**src/hdl/udma_pkg.sv**
```systemverilog
// shared constants and carrier types for the burst handshake block
package udma_pkg;
  localparam int DATA_W = 16;
  localparam int FIFO_DEPTH = 8;
  localparam int FIFO_AW = 3;
  // words the host may still send after a pause request
  localparam int PAUSE_SLACK = 3;
  // pause once this many or fewer fifo slots remain free
  localparam logic [3:0] PAUSE_FREE = 4'h4;
  localparam logic [10:0] IDE_ADDR_MASK = 11'h007;
  localparam logic [10:0] CARD_ADDR_MASK = 11'h7FF;

  typedef enum logic {MODE_CARD, MODE_IDE} if_mode_t;

  typedef struct packed {
    logic req;
    logic ack;
    logic stop;
    logic strobe;
  } burst_pins_t;

  typedef struct packed {
    logic [10:0] addr;
    logic sel0_n;
    logic sel1_n;
  } addr_pins_t;
endpackage

```
**src/hdl/udma_fifo.sv**
```systemverilog
// small synchronous fifo with valid/ready on both sides
`timescale 1ns/1ps
module udma_fifo #(
  parameter int WIDTH = 16,
  parameter int DEPTH = 8,
  parameter int AW = 3
) (
  input wire logic clk,
  input wire logic rst_n,
  input wire logic [WIDTH-1:0] in_data,
  input wire logic in_valid,
  output logic in_ready,
  output logic [WIDTH-1:0] out_data,
  output logic out_valid,
  input wire logic out_ready,
  output logic [AW:0] count
);
  logic [WIDTH-1:0] mem [DEPTH];
  logic [AW-1:0] wr_ptr_r;
  logic [AW-1:0] rd_ptr_r;
  logic [AW:0] count_r;
  logic push;
  logic pop;

  assign in_ready = count_r != (AW+1)'(DEPTH);
  assign out_valid = count_r != '0;
  assign out_data = mem[rd_ptr_r];
  assign count = count_r;
  assign push = in_valid && in_ready;
  assign pop = out_valid && out_ready;

  always_ff @(posedge clk) begin
    if (push) begin
      mem[wr_ptr_r] <= in_data;
    end
  end

  always_ff @(posedge clk or negedge rst_n) begin
    if (!rst_n) begin
      wr_ptr_r <= '0;
      rd_ptr_r <= '0;
      count_r <= '0;
    end else begin
      if (push) begin
        wr_ptr_r <= wr_ptr_r + 1'b1;
      end
      if (pop) begin
        rd_ptr_r <= rd_ptr_r + 1'b1;
      end
      count_r <= count_r + (AW+1)'(push) - (AW+1)'(pop);
    end
  end
endmodule // udma_fifo

```
**src/hdl/udma_burst_rx.sv**
```systemverilog
// device side of a data-out burst: strobe capture, pause and stop
// Operation
// - burst roles only once request and acknowledge
// - roles end when request, acknowledge negate
// - store up to three words after pause
// - request/acknowledge polarity follows interface mode
// - card mode eleven address bits, ide three
// - capture data only on host strobe edges
// - data-in: device sends at most three after pause; this block has no data-in path
`timescale 1ns/1ps
module udma_burst_rx
  import udma_pkg::*;
(
  input wire logic clk,
  input wire logic rst_n,
  input wire logic ide_mode,
  input wire logic burst_enable,
  input wire logic dmack_pin,
  input wire logic stop_pin,
  input wire logic hstrobe_pin,
  input wire logic [DATA_W-1:0] hd_pin,
  input wire logic [10:0] ha_pin,
  input wire logic sel0_n_pin,
  input wire logic sel1_n_pin,
  output logic dmarq_pin,
  output logic ddmardy_n_pin,
  output logic [DATA_W-1:0] word_data,
  output logic word_valid,
  input wire logic word_ready,
  output logic burst_active,
  output logic overflow,
  output logic [10:0] port_addr,
  output logic port_sel0_n,
  output logic port_sel1_n
);
  burst_pins_t meta_r;
  burst_pins_t sync_r;
  logic [DATA_W-1:0] hd_meta_r;
  logic [DATA_W-1:0] hd_sync_r;
  addr_pins_t addr_meta_r;
  addr_pins_t addr_sync_r;
  logic strobe_last_r;
  logic active_r;
  logic ack_on;
  logic strobe_edge;
  logic fifo_in_ready;
  logic [FIFO_AW:0] fifo_count;
  logic [DATA_W-1:0] fifo_out_data;
  logic fifo_out_valid;
  logic pause_r;
  logic ddmardy_n_r;
  logic [1:0] slack_r;
  logic req_r;
  logic req_mode_r;
  logic overflow_r;
  logic [DATA_W-1:0] word_data_r;
  logic word_valid_r;
  logic [10:0] port_addr_r;
  logic sel0_r;
  logic sel1_r;
  logic fifo_pop;

  function automatic logic pol(input logic level, input logic ide);
    return ide ? ~level : level;
  endfunction

  // two-stage synchronisers for everything arriving from pins
  always_ff @(posedge clk or negedge rst_n) begin
    if (!rst_n) begin
      meta_r <= '0;
      sync_r <= '0;
      hd_meta_r <= '0;
      hd_sync_r <= '0;
      addr_meta_r <= '{addr: 11'h000, sel0_n: 1'b1, sel1_n: 1'b1};
      addr_sync_r <= '{addr: 11'h000, sel0_n: 1'b1, sel1_n: 1'b1};
    end else begin
      meta_r <= '{req: 1'b0, ack: dmack_pin, stop: stop_pin,
                  strobe: hstrobe_pin};
      sync_r <= meta_r;
      hd_meta_r <= hd_pin;
      hd_sync_r <= hd_meta_r;
      addr_meta_r <= '{addr: ha_pin, sel0_n: sel0_n_pin,
                       sel1_n: sel1_n_pin};
      addr_sync_r <= addr_meta_r;
    end
  end

  // ide mode takes request/acknowledge as active low
  assign ack_on = pol(sync_r.ack, ide_mode);

  always_ff @(posedge clk or negedge rst_n) begin
    if (!rst_n) begin
      strobe_last_r <= 1'b0;
    end else begin
      strobe_last_r <= sync_r.strobe;
    end
  end

  // both strobe edges count, only inside an active burst
  assign strobe_edge = active_r && (sync_r.strobe != strobe_last_r);

  // burst live only while both request and acknowledge assert
  always_ff @(posedge clk or negedge rst_n) begin
    if (!rst_n) begin
      active_r <= 1'b0;
    end else begin
      active_r <= req_r && ack_on;
    end
  end

  // request held while enabled, dropped on host stop
  always_ff @(posedge clk or negedge rst_n) begin
    if (!rst_n) begin
      req_r <= 1'b0;
    end else if (!burst_enable) begin
      req_r <= 1'b0;
    end else if (active_r && sync_r.stop) begin
      req_r <= 1'b0;
    end else if (!ack_on) begin
      req_r <= 1'b1;
    end
  end

  always_ff @(posedge clk or negedge rst_n) begin
    if (!rst_n) begin
      req_mode_r <= 1'b0;
    end else begin
      req_mode_r <= ide_mode ? ~req_r : req_r;
    end
  end

  // pause keeps PAUSE_FREE slots for words still in flight
  always_ff @(posedge clk or negedge rst_n) begin
    if (!rst_n) begin
      pause_r <= 1'b0;
    end else begin
      pause_r <= (4'(FIFO_DEPTH) - 4'(fifo_count)) <= PAUSE_FREE;
    end
  end

  always_ff @(posedge clk or negedge rst_n) begin
    if (!rst_n) begin
      slack_r <= 2'h0;
    end else if (!active_r || !ddmardy_n_r) begin
      // slack counts from the pause the host can see
      slack_r <= 2'(PAUSE_SLACK);
    end else if (strobe_edge && slack_r != 2'h0) begin
      slack_r <= slack_r - 2'h1;
    end
  end

  // ready pin registered, idle or paused shows not ready
  always_ff @(posedge clk or negedge rst_n) begin
    if (!rst_n) begin
      ddmardy_n_r <= 1'b1;
    end else begin
      ddmardy_n_r <= !(active_r && !pause_r);
    end
  end

  // a word beyond the slack or into a full fifo is flagged
  always_ff @(posedge clk or negedge rst_n) begin
    if (!rst_n) begin
      overflow_r <= 1'b0;
    end else if (!active_r && !req_r) begin
      overflow_r <= 1'b0;
    end else if (strobe_edge && (!fifo_in_ready ||
                 (ddmardy_n_r && slack_r == 2'h0))) begin
      overflow_r <= 1'b1;
    end
  end

  udma_fifo #(
    .WIDTH(DATA_W),
    .DEPTH(FIFO_DEPTH),
    .AW(FIFO_AW)
  ) u_fifo (
    .clk(clk),
    .rst_n(rst_n),
    .in_data(hd_sync_r),
    .in_valid(strobe_edge),
    .in_ready(fifo_in_ready),
    .out_data(fifo_out_data),
    .out_valid(fifo_out_valid),
    .out_ready(fifo_pop),
    .count(fifo_count)
  );

  // registered output stage
  assign fifo_pop = fifo_out_valid && (!word_valid_r || word_ready);

  always_ff @(posedge clk or negedge rst_n) begin
    if (!rst_n) begin
      word_valid_r <= 1'b0;
      word_data_r <= '0;
    end else if (fifo_pop) begin
      word_valid_r <= 1'b1;
      word_data_r <= fifo_out_data;
    end else if (word_ready) begin
      word_valid_r <= 1'b0;
    end
  end

  // address width follows mode, selects pass through registered in both modes
  always_ff @(posedge clk or negedge rst_n) begin
    if (!rst_n) begin
      port_addr_r <= 11'h000;
      sel0_r <= 1'b1;
      sel1_r <= 1'b1;
    end else begin
      port_addr_r <= addr_sync_r.addr &
                     (ide_mode ? IDE_ADDR_MASK : CARD_ADDR_MASK);
      sel0_r <= addr_sync_r.sel0_n;
      sel1_r <= addr_sync_r.sel1_n;
    end
  end

  assign dmarq_pin = req_mode_r;
  assign ddmardy_n_pin = ddmardy_n_r;
  assign word_data = word_data_r;
  assign word_valid = word_valid_r;
  assign burst_active = active_r;
  assign overflow = overflow_r;
  assign port_addr = port_addr_r;
  assign port_sel0_n = sel0_r;
  assign port_sel1_n = sel1_r;

  property p_no_capture_idle;
    @(posedge clk) disable iff (!rst_n)
      !active_r |-> !strobe_edge;
  endproperty
  a_no_capture_idle: assert property (p_no_capture_idle)
    else $error("word captured outside burst");

  property p_end_on_ack;
    @(posedge clk) disable iff (!rst_n)
      !ack_on |=> !active_r;
  endproperty
  a_end_on_ack: assert property (p_end_on_ack)
    else $error("burst stayed active after negation");

  property p_slack_ok;
    @(posedge clk) disable iff (!rst_n)
      $rose(pause_r) ##0 active_r ##0 fifo_in_ready [*4] |-> !overflow_r;
  endproperty
  a_slack_ok: assert property (p_slack_ok)
    else $error("slack word lost");

  property p_ide_addr;
    @(posedge clk) disable iff (!rst_n)
      ide_mode && $stable(ide_mode) |=> port_addr_r[10:3] == 8'h00;
  endproperty
  a_ide_addr: assert property (p_ide_addr)
    else $error("upper address bits in ide mode");

  property p_edge_push;
    @(posedge clk) disable iff (!rst_n)
      strobe_edge && fifo_in_ready && !fifo_pop |=>
        fifo_count == $past(fifo_count) + 4'h1;
  endproperty
  a_edge_push: assert property (p_edge_push)
    else $error("strobe edge did not store one word");

  property p_req_pol;
    @(posedge clk) disable iff (!rst_n)
      $stable(ide_mode) ##1 $stable(ide_mode) |->
        dmarq_pin == (ide_mode ? ~$past(req_r) : $past(req_r));
  endproperty
  a_req_pol: assert property (p_req_pol)
    else $error("request polarity wrong for mode");

  property p_ready_idle;
    @(posedge clk) disable iff (!rst_n)
      !active_r |=> ddmardy_n_pin;
  endproperty
  a_ready_idle: assert property (p_ready_idle)
    else $error("ready shown outside burst");

  property p_pause_ready;
    @(posedge clk) disable iff (!rst_n)
      pause_r |=> ddmardy_n_pin;
  endproperty
  a_pause_ready: assert property (p_pause_ready)
    else $error("ready shown while paused");
endmodule // udma_burst_rx

```
**config.mk**
```make
export PLATFORM = sky130hd
export DESIGN_NAME = udma_burst_rx
export DESIGN_NICKNAME = d
export VERILOG_FILES = /design/src/hdl/udma_pkg.sv /design/src/hdl/udma_fifo.sv /design/src/hdl/udma_burst_rx.sv
export SDC_FILE = /design/constraint.sdc
export NUM_CORES = 1
export LEC_CHECK = 0
export BUFFER_PORTS_ARGS = -buffer_cell sky130_fd_sc_hd__buf_2
export CAP_MARGIN = 10
export CORE_ASPECT_RATIO = 0.75
export CORE_MARGIN = 10
export CORE_UTILIZATION = 50
export DETAILED_ROUTE_END_ITERATION = 12
export HOLD_SLACK_MARGIN = 0.1
export PLACE_DENSITY = 0.73
export RECOVER_POWER = 100
export SYNTH_ARGS = -nofsm -noshare
export SYNTH_HDL_FRONTEND = slang
export SYNTH_SLANG_ARGS = --single-unit
```
**constraint.sdc**
```tcl
create_clock -name clk -period 2.3 [get_ports clk]
set_input_delay 0.345 -clock clk [delete_from_list [all_inputs] [get_ports clk]]
set_output_delay 0.345 -clock clk [all_outputs]
set_load 0.005 [all_outputs]
```
# [Word-level counts from Yosys, hierarchy flattened]
# Memory sizes are Yosys's and may differ from the RTL's. A register that Yosys moved wholly into a read port is not among the register bits.
# Index checks and enable logic that the tools add are counted.
[totals] n_memories=1 output_inout_bits=34 wordCells=85 input_bits=37 ff_bits=97 mem_bits_rw=128 rom_bits=0 latchBits=0
[classes] n_reduce_logical=28 n_mul=0 magnitude_cmp=1 div_mod_pow=0 shift=0 eq_ne=3 bitwise_logic=3 mux=14 addsub=6
[mem_list] memory="u_fifo.mem" depth=8 word_bits=16 read_ports=1 rd_ports_with_merged_regs=1 wr=1 line="udma_fifo.sv:18" rtl="logic [WIDTH-1:0] mem [DEPTH];"
[ops] cell="11-bit bitwise AND" n=1
[ops] cell="1-bit logical AND" n=11
[ops] cell="1-bit 2-to-1 mux" n=11
[ops] cell="11-bit 2-to-1 mux" n=1
[ops] cell="1-bit logical NOT" n=8
[ops] cell="2-bit nonzero test" n=4
[ops] cell="3-bit by 1-bit adder with 3-bit output, second input constant" n=2
[ops] cell="4-bit by 1-bit adder with 4-bit output" n=1
[ops] cell="4-bit by 3-bit <= comparator with 1-bit output, second input constant" n=1
[ops] cell="2-bit 2-to-1 mux" n=2
[ops] cell="4-bit inequality test, second input constant" n=1
[ops] cell="4-bit nonzero test" n=1
[ops] cell="4-bit by 1-bit subtractor with 4-bit output" n=1
[ops] cell="4-bit subtractor, first input constant" n=1
[ops] cell="1-bit logical OR" n=3
[ops] cell="3-bit by 2-bit inequality test with 1-bit output, second input constant" n=1
[ops] cell="2-bit logical NOT" n=1
[ops] cell="1-bit inverter" n=2
[ops] cell="2-bit by 1-bit subtractor with 2-bit output, second input constant" n=1
[ops] cell="1-bit inequality test" n=1

# [Longest topological paths before layout]
[logic_depth] ltp_word=6 mapped_depth=12 depth_no_buf=11

# [By module]
# From an unflattened synthesis, not the netlist that was laid out.
[hier_totals] hier_cells=404 area_unflattened_um2=8578.2
[by_module_without_submodules] module="udma_fifo" instances=1 cells_each=241 area_each_um2=5501.5
[by_module_without_submodules] module="udma_burst_rx" instances=1 cells_each=163 area_each_um2=3076.7

# [Worst setup path before layout]
# Ideal clock, no wire load.
[synth_path] path_kind="reg2reg" start="register u_fifo.count_r[2] (netlist: u_fifo.count[2])" end="memory u_fifo.mem[1][0], enable pin" setup_ps=409 stages_incl_launch_ff=6 t_required_ps=1891 path_buffers=0 setup_slack_ps=-255 arrival_time_ps=2146 period_less_slack_ps=2555 path_cell_list="dfrtp_1 -> inv_1 -> ha_1 -> or3b_1 -> nand4_1 -> nor3_1"
[synth_between] elab_chain_cells=4
[synth_rtl] element="start: declaration" line="udma_fifo.sv:21" rtl="logic [AW:0] count_r;"
[synth_rtl] element="start signal: assignment" line="udma_fifo.sv:50" rtl="count_r <= count_r + (AW+1)'(push) - (AW+1)'(pop);"
[synth_rtl] element="4-bit inequality test" line="udma_fifo.sv:25" rtl="assign in_ready = count_r != (AW+1)'(DEPTH);"
[synth_rtl] element="1-bit logical AND" line="udma_fifo.sv:29" rtl="assign push = in_valid && in_ready;"
[synth_rtl] element="1-bit 2-to-1 mux" line="udma_fifo.sv:33" rtl="if (push) begin"
[synth_rtl] element="1-bit 2-to-1 mux (implied by the code)" line="udma_fifo.sv:34" rtl="mem[wr_ptr_r] <= in_data;"
[synth_rtl] element="end: declaration" line="udma_fifo.sv:18"
# No other way between the ends.

# [Worst setup path in the final report]
[layout_path] start="register u_fifo.count_r[2] (netlist: u_fifo.count[2])" end="register u_fifo.count_r[2] (netlist: u_fifo.count[2])"
[layout_between] elab_chain_cells=4 elab_cells_between_ends=7 classes_between="2 x add/sub; 1 x eq/ne; 4 x reduce/logical"
[layout_rtl] element="4-bit nonzero test" line="udma_fifo.sv:26" rtl="assign out_valid = count_r != '0;"
[layout_rtl] element="1-bit logical AND" line="udma_burst_rx.sv:190" rtl="assign fifo_pop = fifo_out_valid && (!word_valid_r || word_ready);"
[layout_rtl] element="net fifo_pop" line="udma_burst_rx.sv:61" rtl="logic fifo_pop;"
[layout_rtl] element="1-bit logical AND" line="udma_fifo.sv:30" rtl="assign pop = out_valid && out_ready;"
[layout_rtl] element="4-bit by 1-bit subtractor with 4-bit output" line="udma_fifo.sv:50"
# The timed path passes the listed nets, and every way through them passes these cells.
# A chain may end at the register's enable or synchronous reset.

==> flow_metrics.py <==
metrics = {
    "die": {
        "design.die.area_sq_mm": 0.02295,
        "io-pin-count": 71,
        "die_w_um": 171.6,
        "coreArea_sq_mm": 0.01688,
        "rows": 41,
        "die_h_um": 133.7,
        "initial_core_util_pct": 51.09,
    },
    "synthesis": {
        "synth_cells": 478,
        "syn_nets": 526,
        "netlist_area_sq_mm": 0.008622,
        "synth_cell_type_count": 42,
        "ys_seq_area_share_pct": 77.48,
        "synth_area_per_cell_sq_um": 18.04,
        "synth-seq-cells": 241,
        "yosysWarningCount": 0,
    },
    "place": {
        "io_buffers": 70,
        "dp_cells": 761,
        "dpl_cell_area_sq_mm": 0.009300,
        "routabilityCongestion": 0.7274,
        "hpwl_um": 9449,
    },
    "setup_path": {
        "worstSetupStartpoint": "u_fifo.count[2]",
        "path_depth": 11,
        "cp-endpoint": "u_fifo.count[2]",
        "start_kind": "flip-flop",
        "slowest_stage": "dfrtp_1",
        "crit_type": "reg -> reg",
        "reg2reg_depth": 11,
        "arrival_ns": 2.60,
        "critPathBufInv": 4,
        "crit_fanout": 4,
        "required_ns": 2.69,
        "cp_slowest_stage_delay_ns": 0.37,
        "r2r_slack_ns": 0.09,
        "worstSetupEndpointType": "flip-flop",
        "r2r_start": "u_fifo.count[2]",
        "crit_family": "adder cells",
        "r2r-end": "u_fifo.count[2]",
        "cp_cell_sequence": "inv_2 > ha_4 > nor3b_4 > or2_1 > inv_4 > ha_1 > inv_1 > ha_2 > inv_2 > fa_1 > xor2_1",
        "crit_top_cell": "inv_2",
    },
    "global_routing": {
        "antenna_found_initial": 0,
        "grt_first_pass_wirelength_um": 24680,
        "grt_usage_pct": 13.65,
        "grt_overflow": 0,
        "grt_pass1_vias": 4728,
        "grt_max_degree": 46,
    },
    "pwr": {
        "total_power_w": 0.01138,
        "p_seq_share_pct": 46.3,
        "leakage_nw": 4.019,
        "p_clk_share_pct": 31.6,
        "power_density_mw_per_mm2": 1105,
        "p_comb_share_pct": 22.1,
        "p_switching_w": 0.003162,
        "ir_drop_v": 0.0005846,
        "intPower_w": 0.008223,
        "p_sw_share_pct": 27.77,
    },
    "timing": {
        "setup_viol": 0,
        "relSlewSlack_pct": -15.96,
        "min_period_over_period_pct": 96.22,
        "finalMaxSlewViolations": 34,
        "final-hold-violation-count": 0,
        "period_needed_ns": 2.213,
        "hold_ws_ns": 0.1370,
        "rsz0062_at_grt": "no",
        "fmax_mhz": 451.8,
        "skew_ns": 0.01139,
        "tightest_slew_ns": 1.739,
    },
    "final_layout": {
        "fillCellCount": 1188,
        "drive_gt1_share_pct": 23.92,
        "final_util_pct": 61.04,
        "stdcell_area_sq_mm": 0.01030,
        "stdcell_count": 838,
        "n_antenna_cell": 0,
        "nets": 654,
        "final_common_cell": "edfxtp_1",
        "mostFrequentLayoutCells": "edfxtp_1, dfrtp_1, clkbuf_1",
        "synthToLayoutAreaGrowth_pct": 19.49,
    },
    "detailed_routing": {
        "via_per_inst": 5.211,
        "post_drt_wl_per_cell_um": 18.56,
        "wl_um": 15550,
        "dr.pass1.iters": 4,
        "drt_iter0_drc": 196,
        "vias": 4367,
        "drc": 0,
        "ant_nets": 0,
    },
    "outcome": {
        "violations": "max-capacitance violations, max-slew violations",
        "status": "finished with violations",
    },
    "hold_path": {
        "hp-start": "ide_mode",
        "whs_path_depth": 2,
        "hold_class": "in -> reg",
    },
    "cts": {
        "clock_latency_ns": 0.51,
        "cts.htree.levels": 1,
        "clock_path_buffers": 3,
        "numCtsBuffers": 23,
        "clockRootBuffer": "clkbuf_16",
        "cts_resized": 0,
        "clkSinkCount": 241,
        "clk_pin_slew_worst_paths_ns": 0.06,
        "cts_tree": "built",
    },
    "run": {
        "maxCapViolCount": 1,
    },
}
-- metrics by stage --
step | worst slack (ns) | setup TNS, ns
2_1_floorplan | -0.01303 | -0.01303
3_3_place_gp | 0.1359 | 0
3_5_place_dp | 0.05696 | 0
4_1_cts | 0.04478 | 0
5_1_grt | 0.005142 | 0
6_report | 0.08686 | 0
-- power groups by stage --
stage / sequential [W] / combinational [W] / clock, W
floorplan: 0.00527 / 0.00186 / 0
global placement: 0.00532 / 0.00245 / 0
detailed placement: 0.00536 / 0.00255 / 0
CTS: 0.00527 / 0.00261 / 0.00370
global route: 0.00532 / 0.00277 / 0.00387
finish: 0.00527 / 0.00251 / 0.00360
-- cells in the mapped netlist, drive strengths merged --
master	instances	area, sq um
buf	12	115.1
o21bai	1	7.510
inv	13	48.79
a311oi	1	8.760
ha	10	125.1
o31ai	16	165.2
dfrtp	106	2653
xnor2	5	43.79
or3	2	12.51
a22o	16	140.1
nand4	4	25.02
mux2i	32	320.3
and2	1	6.260
fa	1	20.02
nand3	1	5.000
or3b	1	8.760
mux2	34	386.6
xor2	5	43.79
clkbuf	8	30.03
nor2b	10	70.06
o21ba	1	10.01
nor3	2	10.01
nand4b	1	8.760
nand2	5	18.77
a21oi	5	25.02
nor2	7	26.28
edfxtp	128	3844
nand2b	5	31.28
o22ai	17	106.4
dfstp	7	183.9
nor3b	2	26.28
o21ai	18	90.09
or2	1	6.260
-- how the worst min path moves through the flow --
stage,endpoint,slack (ns)
2_1_floorplan,addr_meta_r[10],0.05
3_3_place_gp,addr_meta_r[9],0.31
3_5_place_dp,addr_meta_r[9],0.32
4_1_cts,port_addr[9],0.12
5_1_grt,port_addr[9],0.15
6_report,port_addr[9],0.14
-- timing repair --
action | in CTS | in global routing
endpoints found under the setup margin | 0 | 2
hold endpoints to repair | 65 | 0
buffers inserted | 0 | 1
hold buffers | 34 | 0
-- kinds of logic after synthesis --
group	Yosys count	share of synthesized area, %
simple gates	42	2.960
buf+inv	33	2.249
mux	66	8.199
xor+xnor	10	1.016
compound gates	75	6.414
flops	241	77.48
fa+ha+maj	11	1.683
-- sequential cells by signal (all words and copies together) (netlist names), 3 cells and up --
signal,flops
hd_meta_r,16
sync_r,3
addr_meta_r,13
hd_sync_r,16
addr_sync_r,13
meta_r,3
word_data,16
port_addr,11
u_fifo.rd_ptr_r,3
u_fifo.mem,128
u_fifo.wr_ptr_r,3
u_fifo.count,4
-- cell type report --
type                            count  area (sq um)  share of cell area (%)
Multi-Input combinational cell    204          1768                   17.16
Clock buffer                       31         635.6                   6.170
Clock inverter                     11         101.3                  0.9837
Sequential cell                   241          6681                   64.85
Timing Repair Buffer              123         795.8                   7.724
Inverter                           13         51.30                  0.4979
Tap cell                          215         269.0                   2.611
-- metal layers --
| layer | vias to the layer above | part of all wire, % | GRT usage [%] |
|---|---|---|---|
| met5 | - | 0 | 0 |
| met4 | 0 | 1.8 | 3.325 |
| met3 | 30 | 4.8 | 3.365 |
| met2 | 107 | 51 | 24.05 |
| met1 | 2187 | 42 | 16.37 |
| li1 | 2043 | - | - |
Power figures use the tool's default switching activity.
